[config.mk]
export PLATFORM = sky130hd
export DESIGN_NAME = rms_sequencer
export DESIGN_NICKNAME = d
export VERILOG_FILES = /design/src/rms_pkg.sv /design/src/rms_sequencer.sv
export SDC_FILE = /design/constraint.sdc
export NUM_CORES = 1
export LEC_CHECK = 0
export BUFFER_PORTS_ARGS = -buffer_cell sky130_fd_sc_hd__buf_2
export CAP_MARGIN = 40
export CORE_ASPECT_RATIO = 0.75
export CORE_MARGIN = 10
export CORE_UTILIZATION = 55
export DETAILED_ROUTE_END_ITERATION = 10
export PLACE_DENSITY = 0.75
export SYNTH_ARGS = -nofsm -noshare
export SYNTH_HDL_FRONTEND = slang
export SYNTH_SLANG_ARGS = --single-unit
export TNS_END_PERCENT = 5
[constraint.sdc]
create_clock -name clk -period 4.9 [get_ports clk]
set_clock_uncertainty 0.05 [all_clocks]
set_input_delay 0.245 -clock clk [delete_from_list [all_inputs] [get_ports clk]]
set_output_delay 0.245 -clock clk [all_outputs]
set_load 0.01 [all_outputs]
[src/rms_pkg.sv]
// package: register map, field layout, codes and timing for the sequencer
package rms_pkg;
  localparam int ADDR_W = 8;
  localparam int DATA_W = 8;
  // ----------------------------------------
  // register offsets
  // ----------------------------------------
  localparam logic [7:0] REG_SEQ_ONE = 8'h00;
  localparam logic [7:0] REG_SEQ_TWO = 8'h01;
  localparam logic [7:0] REG_TMR_RES = 8'h02;
  localparam logic [7:0] REG_TMR_ONE = 8'h03;
  localparam logic [7:0] REG_TMR_TWO = 8'h04;
  localparam logic [7:0] REG_STATUS = 8'h05;
  // ----------------------------------------
  // field positions
  // ----------------------------------------
  localparam int LAUNCH_BIT = 7;
  localparam int STOP_BIT = 6;
  localparam int IDLE_MODE_BIT = 5;
  localparam int START_SEL_LO = 3;
  localparam int LOW_PWR_BIT = 2;
  localparam int IDLE_EXIT_BIT = 1;
  localparam int TX_EXIT_BIT = 0;
  localparam int RX_EXIT_LO = 5;
  localparam int RXTO_EXIT_LO = 3;
  localparam int PKT_EXIT_LO = 0;
  localparam int FIRST_RES_LO = 2;
  localparam int SECOND_RES_LO = 0;
  localparam logic [7:0] SEQ_ONE_RST = 8'h00;
  localparam logic [7:0] SEQ_TWO_RST = 8'h00;
  localparam logic [7:0] TMR_RES_RST = 8'h00;
  localparam logic [7:0] TMR_CNT_RST = 8'h00;
  // ----------------------------------------
  // field codes
  // ----------------------------------------
  localparam logic [1:0] START_LPS = 2'h0;
  localparam logic [1:0] START_RX = 2'h1;
  localparam logic [1:0] START_TX = 2'h2;
  localparam logic [1:0] START_TX_LVL = 2'h3;
  localparam logic [2:0] RX_PKT_ON_DONE = 3'h1;
  localparam logic [2:0] RX_LPS_ON_DONE = 3'h2;
  localparam logic [2:0] RX_PKT_ON_CHECK = 3'h3;
  localparam logic [2:0] RX_OFF_ON_RSSI = 3'h4;
  localparam logic [2:0] RX_OFF_ON_SYNC = 3'h5;
  localparam logic [2:0] RX_OFF_ON_LEAD = 3'h6;
  localparam logic [1:0] TO_RESTART = 2'h0;
  localparam logic [1:0] TO_TX = 2'h1;
  localparam logic [1:0] TO_LPS = 2'h2;
  localparam logic [1:0] TO_OFF = 2'h3;
  localparam logic [2:0] PKT_OFF = 3'h0;
  localparam logic [2:0] PKT_TX_DRAINED = 3'h1;
  localparam logic [2:0] PKT_LPS = 3'h2;
  localparam logic [2:0] PKT_RX_VIA_FS = 3'h3;
  localparam logic [2:0] PKT_RX = 3'h4;
  localparam logic [1:0] RES_OFF = 2'h0;
  localparam logic [1:0] RES_FINE = 2'h1;
  localparam logic [1:0] RES_MID = 2'h2;
  // ----------------------------------------
  // timing
  // ----------------------------------------
  localparam int CLK_PERIOD_NS = 50;
  localparam int TICK_FINE_NS = 64000;
  localparam int TICK_MID_NS = 4100000;
  localparam int TICK_COARSE_NS = 262000000;
  localparam int TICK_FINE_CYC = TICK_FINE_NS / CLK_PERIOD_NS;
  localparam int TICK_MID_CYC = TICK_MID_NS / CLK_PERIOD_NS;
  localparam int TICK_COARSE_CYC = TICK_COARSE_NS / CLK_PERIOD_NS;
  // ----------------------------------------
  // types
  // ----------------------------------------
  typedef enum logic [3:0] {
    ST_OFF, ST_IDLE, ST_TX, ST_RX, ST_PKT, ST_LPS, ST_RXTO, ST_FS, ST_WAIT
  } rms_state_e;
  typedef enum logic [2:0] {
    CM_SLEEP, CM_STDBY, CM_FS, CM_TX, CM_RX
  } rms_chip_e;
  typedef struct packed {
    logic strengthIrq;
    logic patternMatchEvt;
    logic leadInFound;
    logic strengthWaitExpired;
    logic preambleWaitExpired;
    logic syncWaitExpired;
    logic frameInDone;
    logic checkPass;
  } rms_rx_evt_s;
endpackage

[src/rms_sequencer.sv]
// radio mode sequencer with its two chained interval timers
`timescale 1ns/1ns
`default_nettype none
module rms_sequencer #(
  parameter int TICK_FINE_CYC = rms_pkg::TICK_FINE_CYC,
  parameter int TICK_MID_CYC = rms_pkg::TICK_MID_CYC,
  parameter int TICK_COARSE_CYC = rms_pkg::TICK_COARSE_CYC
) (
  input wire logic clk,
  input wire logic reset_n,
  input wire logic [rms_pkg::ADDR_W-1:0] addr,
  input wire logic [rms_pkg::DATA_W-1:0] wdata,
  input wire logic wr,
  input wire logic rd,
  output logic [rms_pkg::DATA_W-1:0] rdata,
  input wire logic chipInSleep,
  input wire rms_pkg::rms_rx_evt_s rxEvt,
  input wire logic frameOutDone,
  input wire logic queueLevelHit,
  input wire logic queueDrained,
  input wire logic crcCheckOn,
  input wire logic badCheckAutoflush,
  input wire logic freqChanged,
  output rms_pkg::rms_chip_e chipMode,
  output rms_pkg::rms_state_e seqState,
  output logic firstTimerEvt,
  output logic secondTimerEvt,
  output logic listenRelaunch
);
  localparam int PRE_W = $clog2(TICK_COARSE_CYC + 1);

  if (TICK_FINE_CYC < 1 || TICK_MID_CYC < TICK_FINE_CYC ||
      TICK_COARSE_CYC < TICK_MID_CYC) begin : g_bad_tick
    $error("tick counts must be positive and ascending");
  end

  // ----------------------------------------
  // registers
  // ----------------------------------------
  logic [7:0] seqOne_q, seqTwo_q, tmrRes_q, firstCnt_q, secondCnt_q;
  logic stopWr, launchAcc;
  rms_pkg::rms_state_e state_q, state_d;
  rms_pkg::rms_chip_e chip_d;
  logic initSleep_q, phase_q;
  logic [PRE_W-1:0] preCnt_q;
  logic [7:0] coefCnt_q;
  logic [1:0] firstRes, secondRes, curRes, startSel, toSel;
  logic [2:0] rxSel, pktSel;
  logic tmrRun, tick, expire, anyTimeout, badCheck;

  assign firstRes = tmrRes_q[rms_pkg::FIRST_RES_LO +: 2];
  assign secondRes = tmrRes_q[rms_pkg::SECOND_RES_LO +: 2];
  assign startSel = wdata[rms_pkg::START_SEL_LO +: 2];
  assign rxSel = seqTwo_q[rms_pkg::RX_EXIT_LO +: 3];
  assign toSel = seqTwo_q[rms_pkg::RXTO_EXIT_LO +: 2];
  assign pktSel = seqTwo_q[rms_pkg::PKT_EXIT_LO +: 3];
  assign stopWr = wr && addr == rms_pkg::REG_SEQ_ONE &&
                  wdata[rms_pkg::STOP_BIT];
  // launch only counts from off; stop takes priority
  assign launchAcc = wr && addr == rms_pkg::REG_SEQ_ONE &&
                     wdata[rms_pkg::LAUNCH_BIT] && !stopWr &&
                     state_q == rms_pkg::ST_OFF;

  always_ff @(posedge clk or negedge reset_n) begin
    if (!reset_n) begin
      seqOne_q <= rms_pkg::SEQ_ONE_RST;
      seqTwo_q <= rms_pkg::SEQ_TWO_RST;
      tmrRes_q <= rms_pkg::TMR_RES_RST;
      firstCnt_q <= rms_pkg::TMR_CNT_RST;
      secondCnt_q <= rms_pkg::TMR_CNT_RST;
    end else if (wr) begin
      case (addr)
        // launch and stop are self-clearing strobes, not stored
        rms_pkg::REG_SEQ_ONE: seqOne_q <= {2'h0, wdata[5:0]};
        rms_pkg::REG_SEQ_TWO: seqTwo_q <= wdata;
        rms_pkg::REG_TMR_RES: tmrRes_q <= {4'h0, wdata[3:0]};
        rms_pkg::REG_TMR_ONE: firstCnt_q <= wdata;
        rms_pkg::REG_TMR_TWO: secondCnt_q <= wdata;
        default: ;
      endcase
    end
  end

  always_ff @(posedge clk or negedge reset_n) begin
    if (!reset_n) begin
      rdata <= '0;
    end else if (rd) begin
      case (addr)
        rms_pkg::REG_SEQ_ONE: rdata <= seqOne_q;
        rms_pkg::REG_SEQ_TWO: rdata <= seqTwo_q;
        rms_pkg::REG_TMR_RES: rdata <= tmrRes_q;
        rms_pkg::REG_TMR_ONE: rdata <= firstCnt_q;
        rms_pkg::REG_TMR_TWO: rdata <= secondCnt_q;
        rms_pkg::REG_STATUS: rdata <= {phase_q, chipMode, state_q};
        default: rdata <= '0;
      endcase
    end else begin
      rdata <= '0;
    end
  end

  // ----------------------------------------
  // interval timers
  // ----------------------------------------
  function automatic logic [PRE_W-1:0] period(input logic [1:0] res);
    case (res)
      rms_pkg::RES_FINE: period = PRE_W'(TICK_FINE_CYC - 1);
      rms_pkg::RES_MID: period = PRE_W'(TICK_MID_CYC - 1);
      default: period = PRE_W'(TICK_COARSE_CYC - 1);
    endcase
  endfunction

  // one shared prescaler: only one of the two timers runs at a time
  always_comb begin
    tmrRun = state_q != rms_pkg::ST_OFF;
    curRes = phase_q ? secondRes : firstRes;
    tick = tmrRun && curRes != rms_pkg::RES_OFF && preCnt_q == '0;
    expire = tick && coefCnt_q <= 8'h01;
  end

  always_ff @(posedge clk or negedge reset_n) begin
    if (!reset_n) begin
      phase_q <= 1'b0;
      preCnt_q <= '0;
      coefCnt_q <= '0;
      firstTimerEvt <= 1'b0;
      secondTimerEvt <= 1'b0;
    end else begin
      firstTimerEvt <= expire && !phase_q;
      secondTimerEvt <= expire && phase_q;
      if (launchAcc) begin
        phase_q <= 1'b0;
        preCnt_q <= period(firstRes);
        coefCnt_q <= firstCnt_q;
      end else if (expire) begin
        phase_q <= !phase_q;
        preCnt_q <= period(phase_q ? firstRes : secondRes);
        coefCnt_q <= phase_q ? firstCnt_q : secondCnt_q;
      end else if (tick) begin
        preCnt_q <= period(curRes);
        coefCnt_q <= coefCnt_q - 8'h01;
      end else if (tmrRun && curRes != rms_pkg::RES_OFF) begin
        preCnt_q <= preCnt_q - 1'b1;
      end
    end
  end

  // ----------------------------------------
  // sequencer state machine
  // ----------------------------------------
  assign anyTimeout = rxEvt.strengthWaitExpired ||
                      rxEvt.preambleWaitExpired ||
                      rxEvt.syncWaitExpired;
  assign badCheck = rxEvt.frameInDone && crcCheckOn &&
                    !badCheckAutoflush && !rxEvt.checkPass;

  always_comb begin
    state_d = state_q;
    case (state_q)
      rms_pkg::ST_OFF: begin
        if (launchAcc) begin
          case (startSel)
            rms_pkg::START_LPS: state_d = rms_pkg::ST_LPS;
            rms_pkg::START_RX: state_d = rms_pkg::ST_RX;
            rms_pkg::START_TX: state_d = rms_pkg::ST_TX;
            default: state_d = rms_pkg::ST_WAIT;
          endcase
        end
      end
      rms_pkg::ST_WAIT:
        if (queueLevelHit) state_d = rms_pkg::ST_TX;
      rms_pkg::ST_LPS: state_d = seqOne_q[rms_pkg::LOW_PWR_BIT] ?
        rms_pkg::ST_IDLE : rms_pkg::ST_OFF;
      rms_pkg::ST_IDLE: begin
        if (firstTimerEvt) begin
          state_d = seqOne_q[rms_pkg::IDLE_EXIT_BIT] ?
            rms_pkg::ST_RX : rms_pkg::ST_TX;
        end
      end
      rms_pkg::ST_TX: begin
        if (frameOutDone) begin
          state_d = seqOne_q[rms_pkg::TX_EXIT_BIT] ?
            rms_pkg::ST_RX : rms_pkg::ST_LPS;
        end
      end
      rms_pkg::ST_RX: begin
        if (secondTimerEvt) state_d = rms_pkg::ST_LPS;
        else if (anyTimeout) state_d = rms_pkg::ST_RXTO;
        else begin
          case (rxSel)
            rms_pkg::RX_PKT_ON_DONE:
              if (rxEvt.frameInDone) state_d = rms_pkg::ST_PKT;
            rms_pkg::RX_LPS_ON_DONE:
              if (rxEvt.frameInDone) state_d = rms_pkg::ST_LPS;
            rms_pkg::RX_PKT_ON_CHECK: begin
              if (rxEvt.checkPass) state_d = rms_pkg::ST_PKT;
              else if (badCheck) state_d = rms_pkg::ST_RXTO;
            end
            rms_pkg::RX_OFF_ON_RSSI:
              if (rxEvt.strengthIrq) state_d = rms_pkg::ST_OFF;
            rms_pkg::RX_OFF_ON_SYNC:
              if (rxEvt.patternMatchEvt) state_d = rms_pkg::ST_OFF;
            rms_pkg::RX_OFF_ON_LEAD:
              if (rxEvt.leadInFound) state_d = rms_pkg::ST_OFF;
            default: ;
          endcase
        end
      end
      rms_pkg::ST_RXTO: begin
        case (toSel)
          rms_pkg::TO_RESTART: state_d = rms_pkg::ST_RX;
          rms_pkg::TO_TX: state_d = rms_pkg::ST_TX;
          rms_pkg::TO_LPS: state_d = rms_pkg::ST_LPS;
          default: state_d = rms_pkg::ST_OFF;
        endcase
      end
      rms_pkg::ST_PKT: begin
        case (pktSel)
          rms_pkg::PKT_OFF: state_d = rms_pkg::ST_OFF;
          rms_pkg::PKT_TX_DRAINED:
            if (queueDrained) state_d = rms_pkg::ST_TX;
          rms_pkg::PKT_LPS: state_d = rms_pkg::ST_LPS;
          rms_pkg::PKT_RX_VIA_FS:
            state_d = freqChanged ? rms_pkg::ST_FS : rms_pkg::ST_RX;
          rms_pkg::PKT_RX: state_d = rms_pkg::ST_RX;
          default: ;
        endcase
      end
      rms_pkg::ST_FS: state_d = rms_pkg::ST_RX;
      default: state_d = rms_pkg::ST_OFF;
    endcase
    if (stopWr) state_d = rms_pkg::ST_OFF;
  end

  // chip mode follows the state being entered; lps is transitory
  always_comb begin
    case (state_d)
      rms_pkg::ST_OFF, rms_pkg::ST_WAIT: chip_d = initSleep_q ?
        rms_pkg::CM_SLEEP : rms_pkg::CM_STDBY;
      rms_pkg::ST_IDLE: chip_d = seqOne_q[rms_pkg::IDLE_MODE_BIT] ?
        rms_pkg::CM_SLEEP : rms_pkg::CM_STDBY;
      rms_pkg::ST_TX: chip_d = rms_pkg::CM_TX;
      rms_pkg::ST_FS: chip_d = rms_pkg::CM_FS;
      rms_pkg::ST_LPS: chip_d = chipMode;
      default: chip_d = rms_pkg::CM_RX;
    endcase
  end

  always_ff @(posedge clk or negedge reset_n) begin
    if (!reset_n) begin
      state_q <= rms_pkg::ST_OFF;
      seqState <= rms_pkg::ST_OFF;
      chipMode <= rms_pkg::CM_SLEEP;
      listenRelaunch <= 1'b0;
    end else begin
      state_q <= state_d;
      seqState <= state_d;
      chipMode <= chip_d;
      listenRelaunch <= state_q == rms_pkg::ST_RXTO && !stopWr &&
                        toSel == rms_pkg::TO_RESTART;
    end
  end

  always_ff @(posedge clk or negedge reset_n) begin
    if (!reset_n) initSleep_q <= 1'b1;
    else if (launchAcc) initSleep_q <= chipInSleep;
  end
endmodule
`default_nettype wire

==> results.txt <==
For this block, wires on met1 add up to just over 7 mm. The number of antenna-violating nets in the routed design is 0. The maximum VDD drop came out at between 0.0002 and 0.0003 V. The detailed placement HPWL is about 11 mm. The layout cell share with drive strength beyond 1 came out at 21.2%. Measured against its own limit, the worst slew margin works out to 36.2%. The startpoint-to-endpoint class of the critical path is flip-flop to flip-flop. The net switching power is 535 uW. The cell family contributing the most delay on the critical path is simple AND/OR/NAND/NOR gates.

The number of buffers inserted during clock tree synthesis came out at 9. The detailed-route wire length per cell came out at roughly 20 um. Gates resized during post-CTS repair numbered 0. The number of synthesized flops with an enable pin is 0. The critical path data required time is about 5100 ps. After clock tree synthesis, the clock-pin slew on the worst setup and hold paths is about 60 ps. Signal routing reaches up to met4. The internal power of the cells totals 1.28 mW. The number of global-route vias before repair is between 4000 and 5000. The netlist area before placement came out at ~0.0053 mm2.

The prevailing post-synth register cell is dfrtp_1. The minimum clock period is ~3400 ps. The share of synthesized area in the top cell type comes to about two fifths.

The pin count of the biggest net entering global routing is 60. The startpoint type of the worst setup path is a flip-flop. In the post-synthesis netlist, the biggest area contributors are dfrtp_1, mux2_2, nand2_1, o21ai_0, ha_1. The chip width is approximately 130 um. The count of different cell masters after synthesis is 77. The clock tree from TritonCTS is done. The power per cell area is approximately 310 mW/mm2. dfrtp_1 takes more of the synthesized area than any other cell. The flow ran to the end, and the final reports show no timing, DRC or antenna violations. The design draws approximately 1.8 mW. Leaving out fill and tap cells, the most frequent cell in the layout is dfrtp_1. Global routing used 21.3% of the available tracks across all layers.

The top cell types in the final layout, fill and taps aside, are dfrtp_1, nand2_1, buf_2. The starting utilization of the core area is 57.4%. The ratio of routed vias to standard cells came out at between 6 and 7.

Net switching is between 20% and 30% of the power. Buffers added to address setup during post-CTS repair amount to 0. The post-route setup TNS came out at 0 ps. The final layout contains routed wiring with a total length of 14.9 mm.

At the end of routability-driven placement, the weighted congestion stood at about 0.9. The slowest stage of the critical path is the nor4b_4 cell. Pin placement for this block handled 53 I/O pins. The number of antenna cells inserted is 0.

The number of max-slew violations in the final report came out at 0. The clock latency of the later-clocked register in the worst-skew pair came out at 350 ps. The clock power share is 38.6%. The combinational cell fraction of total power is 15.2%. CTS placed an instance of clkbuf_16 at the clock tree root. At the placement stage, the worst setup path has a slack of ~1600 ps. The peak fanout along the critical path is 19.

The first-iteration detailed-routing DRC count is about 660. The wire length of the first global-routing pass came out at roughly 24 mm. The synthesized netlist cell count is ~560.

The post-route cell area came out at 0.00594 mm2. The number of synthesis warnings is 0. The delay of the slowest critical-path stage came out at ~810 ps.

The net count after synthesis is roughly 610. Of the total power, registers draw approximately 46%. The critical path goes through nand2_1 > o21a_1 > ha_1 > or2_2 > nor4b_4 > nor2_1 > buf_4 > a32oi_1 > a21oi_1. The standby leakage power is roughly 2.7 nW. The core region is approximately 0.0092 mm2. For this run, asynchronously set or reset flops after synthesis account for 100%. The number of port buffers came out at between 50 and 60. The number of antenna violations at the first check in global routing came to 0. The via count came out at ~4700.

The transition at the pin with the smallest max-transition slack came out at ~950 ps. The floorplan die height is between 100 and 150 um. The met3 routed wirelength came out at 1.45 mm. Counting flops and latches in the post-synthesis netlist gives between 80 and 90. The number of H-tree branching levels came out at 3. The setup-violating endpoint count in the final report came out at 0.

The worst setup path is captured at a flip-flop. The residual DRC count came out at 0. The worst hold path belongs to the class input port to flip-flop.

The top achievable clock speed came out at around 0.30 GHz. Across the run, the number of max-cap violations was 0. Setup repair after global routing left no endpoint under its margin. The number of buffers between clock root and the deepest sink is 2. The worst-case setup margin in the final layout came out at roughly 1500 ps.

Sequential cells were found to cover 40.1% of the synthesized design area. The hold violation count in the final report is 0. The number of rows in the core area came out at 30.

At the worst endpoint, the arrival time is between 3000 and 4000 ps. The global route total overflow came out at 0. The post-synthesis to final-layout area growth is 12.1%. The share of the cycle needed by the critical path after routing is 69.2%. Buffers inserted to repair hold after CTS numbered 1. After synthesis, the mean cell area works out to 9.48 um2. In the final design database the tool counted 646 nets. The TritonCTS sink count came out at 85.

The detailed-router iteration count before antenna repair came out at 7. The sum of buffers and inverters on the critical path is 1. The overall die area is 0.0140 mm2. The wire length on met2 came out at roughly 6.2 mm. The placed instance area is 0.00563 mm2.
## routing by layer
layer	GRT usage [%]	up-vias
met4	4.88	0
met3	6.99	22
li1	-	2130
met5	0	-
met1	31.6	2299
met2	28.9	241
## state kept, by name, summed over array words and instances, names as in the netlist
signal / cells
chipMode: 3
preCnt_q: 23
initSleep_q: 1
seqOne_q: 6
tmrRes_q: 4
coefCnt_q: 8
secondCnt_q: 8
firstCnt_q: 8
state_q: 4
rdata: 8
firstTimerEvt: 1
phase_q: 1
listenRelaunch: 1
seqTwo_q: 8
secondTimerEvt: 1
## worst paths after layout
kind / slack [ps] / endpoint / depth (start not counted) / startpoint
max: 1510 / preCnt_q[15]$_DFFE_PN0P_ / 9 / phase_q$_DFFE_PN0P_
min: 50 / initSleep_q$_DFFE_PN1P_ / 3 / chipInSleep
max reg2reg: 1510 / preCnt_q[15]$_DFFE_PN0P_ / 9 / phase_q$_DFFE_PN0P_
min reg2reg: 430 / initSleep_q$_DFFE_PN1P_ / 2 / initSleep_q$_DFFE_PN1P_
max in group asynchronous: 3410 / state_q[2]$_DFF_PN0_ / 3 / reset_n
min in group asynchronous: 290 / seqTwo_q[6]$_DFFE_PN0P_ / 2 / reset_n
## area by class of cell
class	instances	area (um2)
fillers	781	3290
multi-input cells	419	2950
flip-flops and latches	85	2130
repair buffers	56	295
clock buffers	9	225
well taps	128	160
inverters	27	101
clock inverters	7	81.3
## cells by family (layout without fill, tap and decap cells)
logic type,after synthesis,in the layout,synth area share [%]
buf+inv,55,99,4.20
simple gates,216,216,23.8
fa+ha+maj,13,13,3.07
xor+xnor,13,13,2.15
compound gates,134,134,17.4
mux,43,43,9.28
flops,85,85,40.1
## stage by stage
stage	hold WS, ps	utilization, %	instances
after floorplan	-101	-	559
after global placement	122	60.8	713
after detailed placement	125	60.9	714
after CTS	49.5	64.3	731
after global routing	53.4	64.3	731
final	47.6	64.3	731
## cells in the mapped netlist, types with 9 or more instances
master,number
a22oi_1,9
mux2i_1,12
a21oi_1,31
inv_1,27
ha_1,13
nor2_1,41
nand3_1,10
or3_1,9
buf_2,10
nand2_1,61
nor2b_1,12
o21ai_0,33
mux2_2,29
dfrtp_1,84
nor3_1,9
clkbuf_1,17
## power by group through the flow
stage	Sequential, mW	Combinational [mW]	Clock, mW
after global routing	0.845	0.310	0.743
final	0.836	0.276	0.700
after CTS	0.831	0.275	0.711
after detailed placement	0.843	0.273	0
after floorplan	0.812	0.203	0
after global placement	0.841	0.265	0
## worst min-delay path: cells and delay by family
family / cells / cell delay, ps
buffers and inverters: 1 / 100
AND/OR/NAND/NOR: 2 / 100
Power figures use the tool's default switching activity.
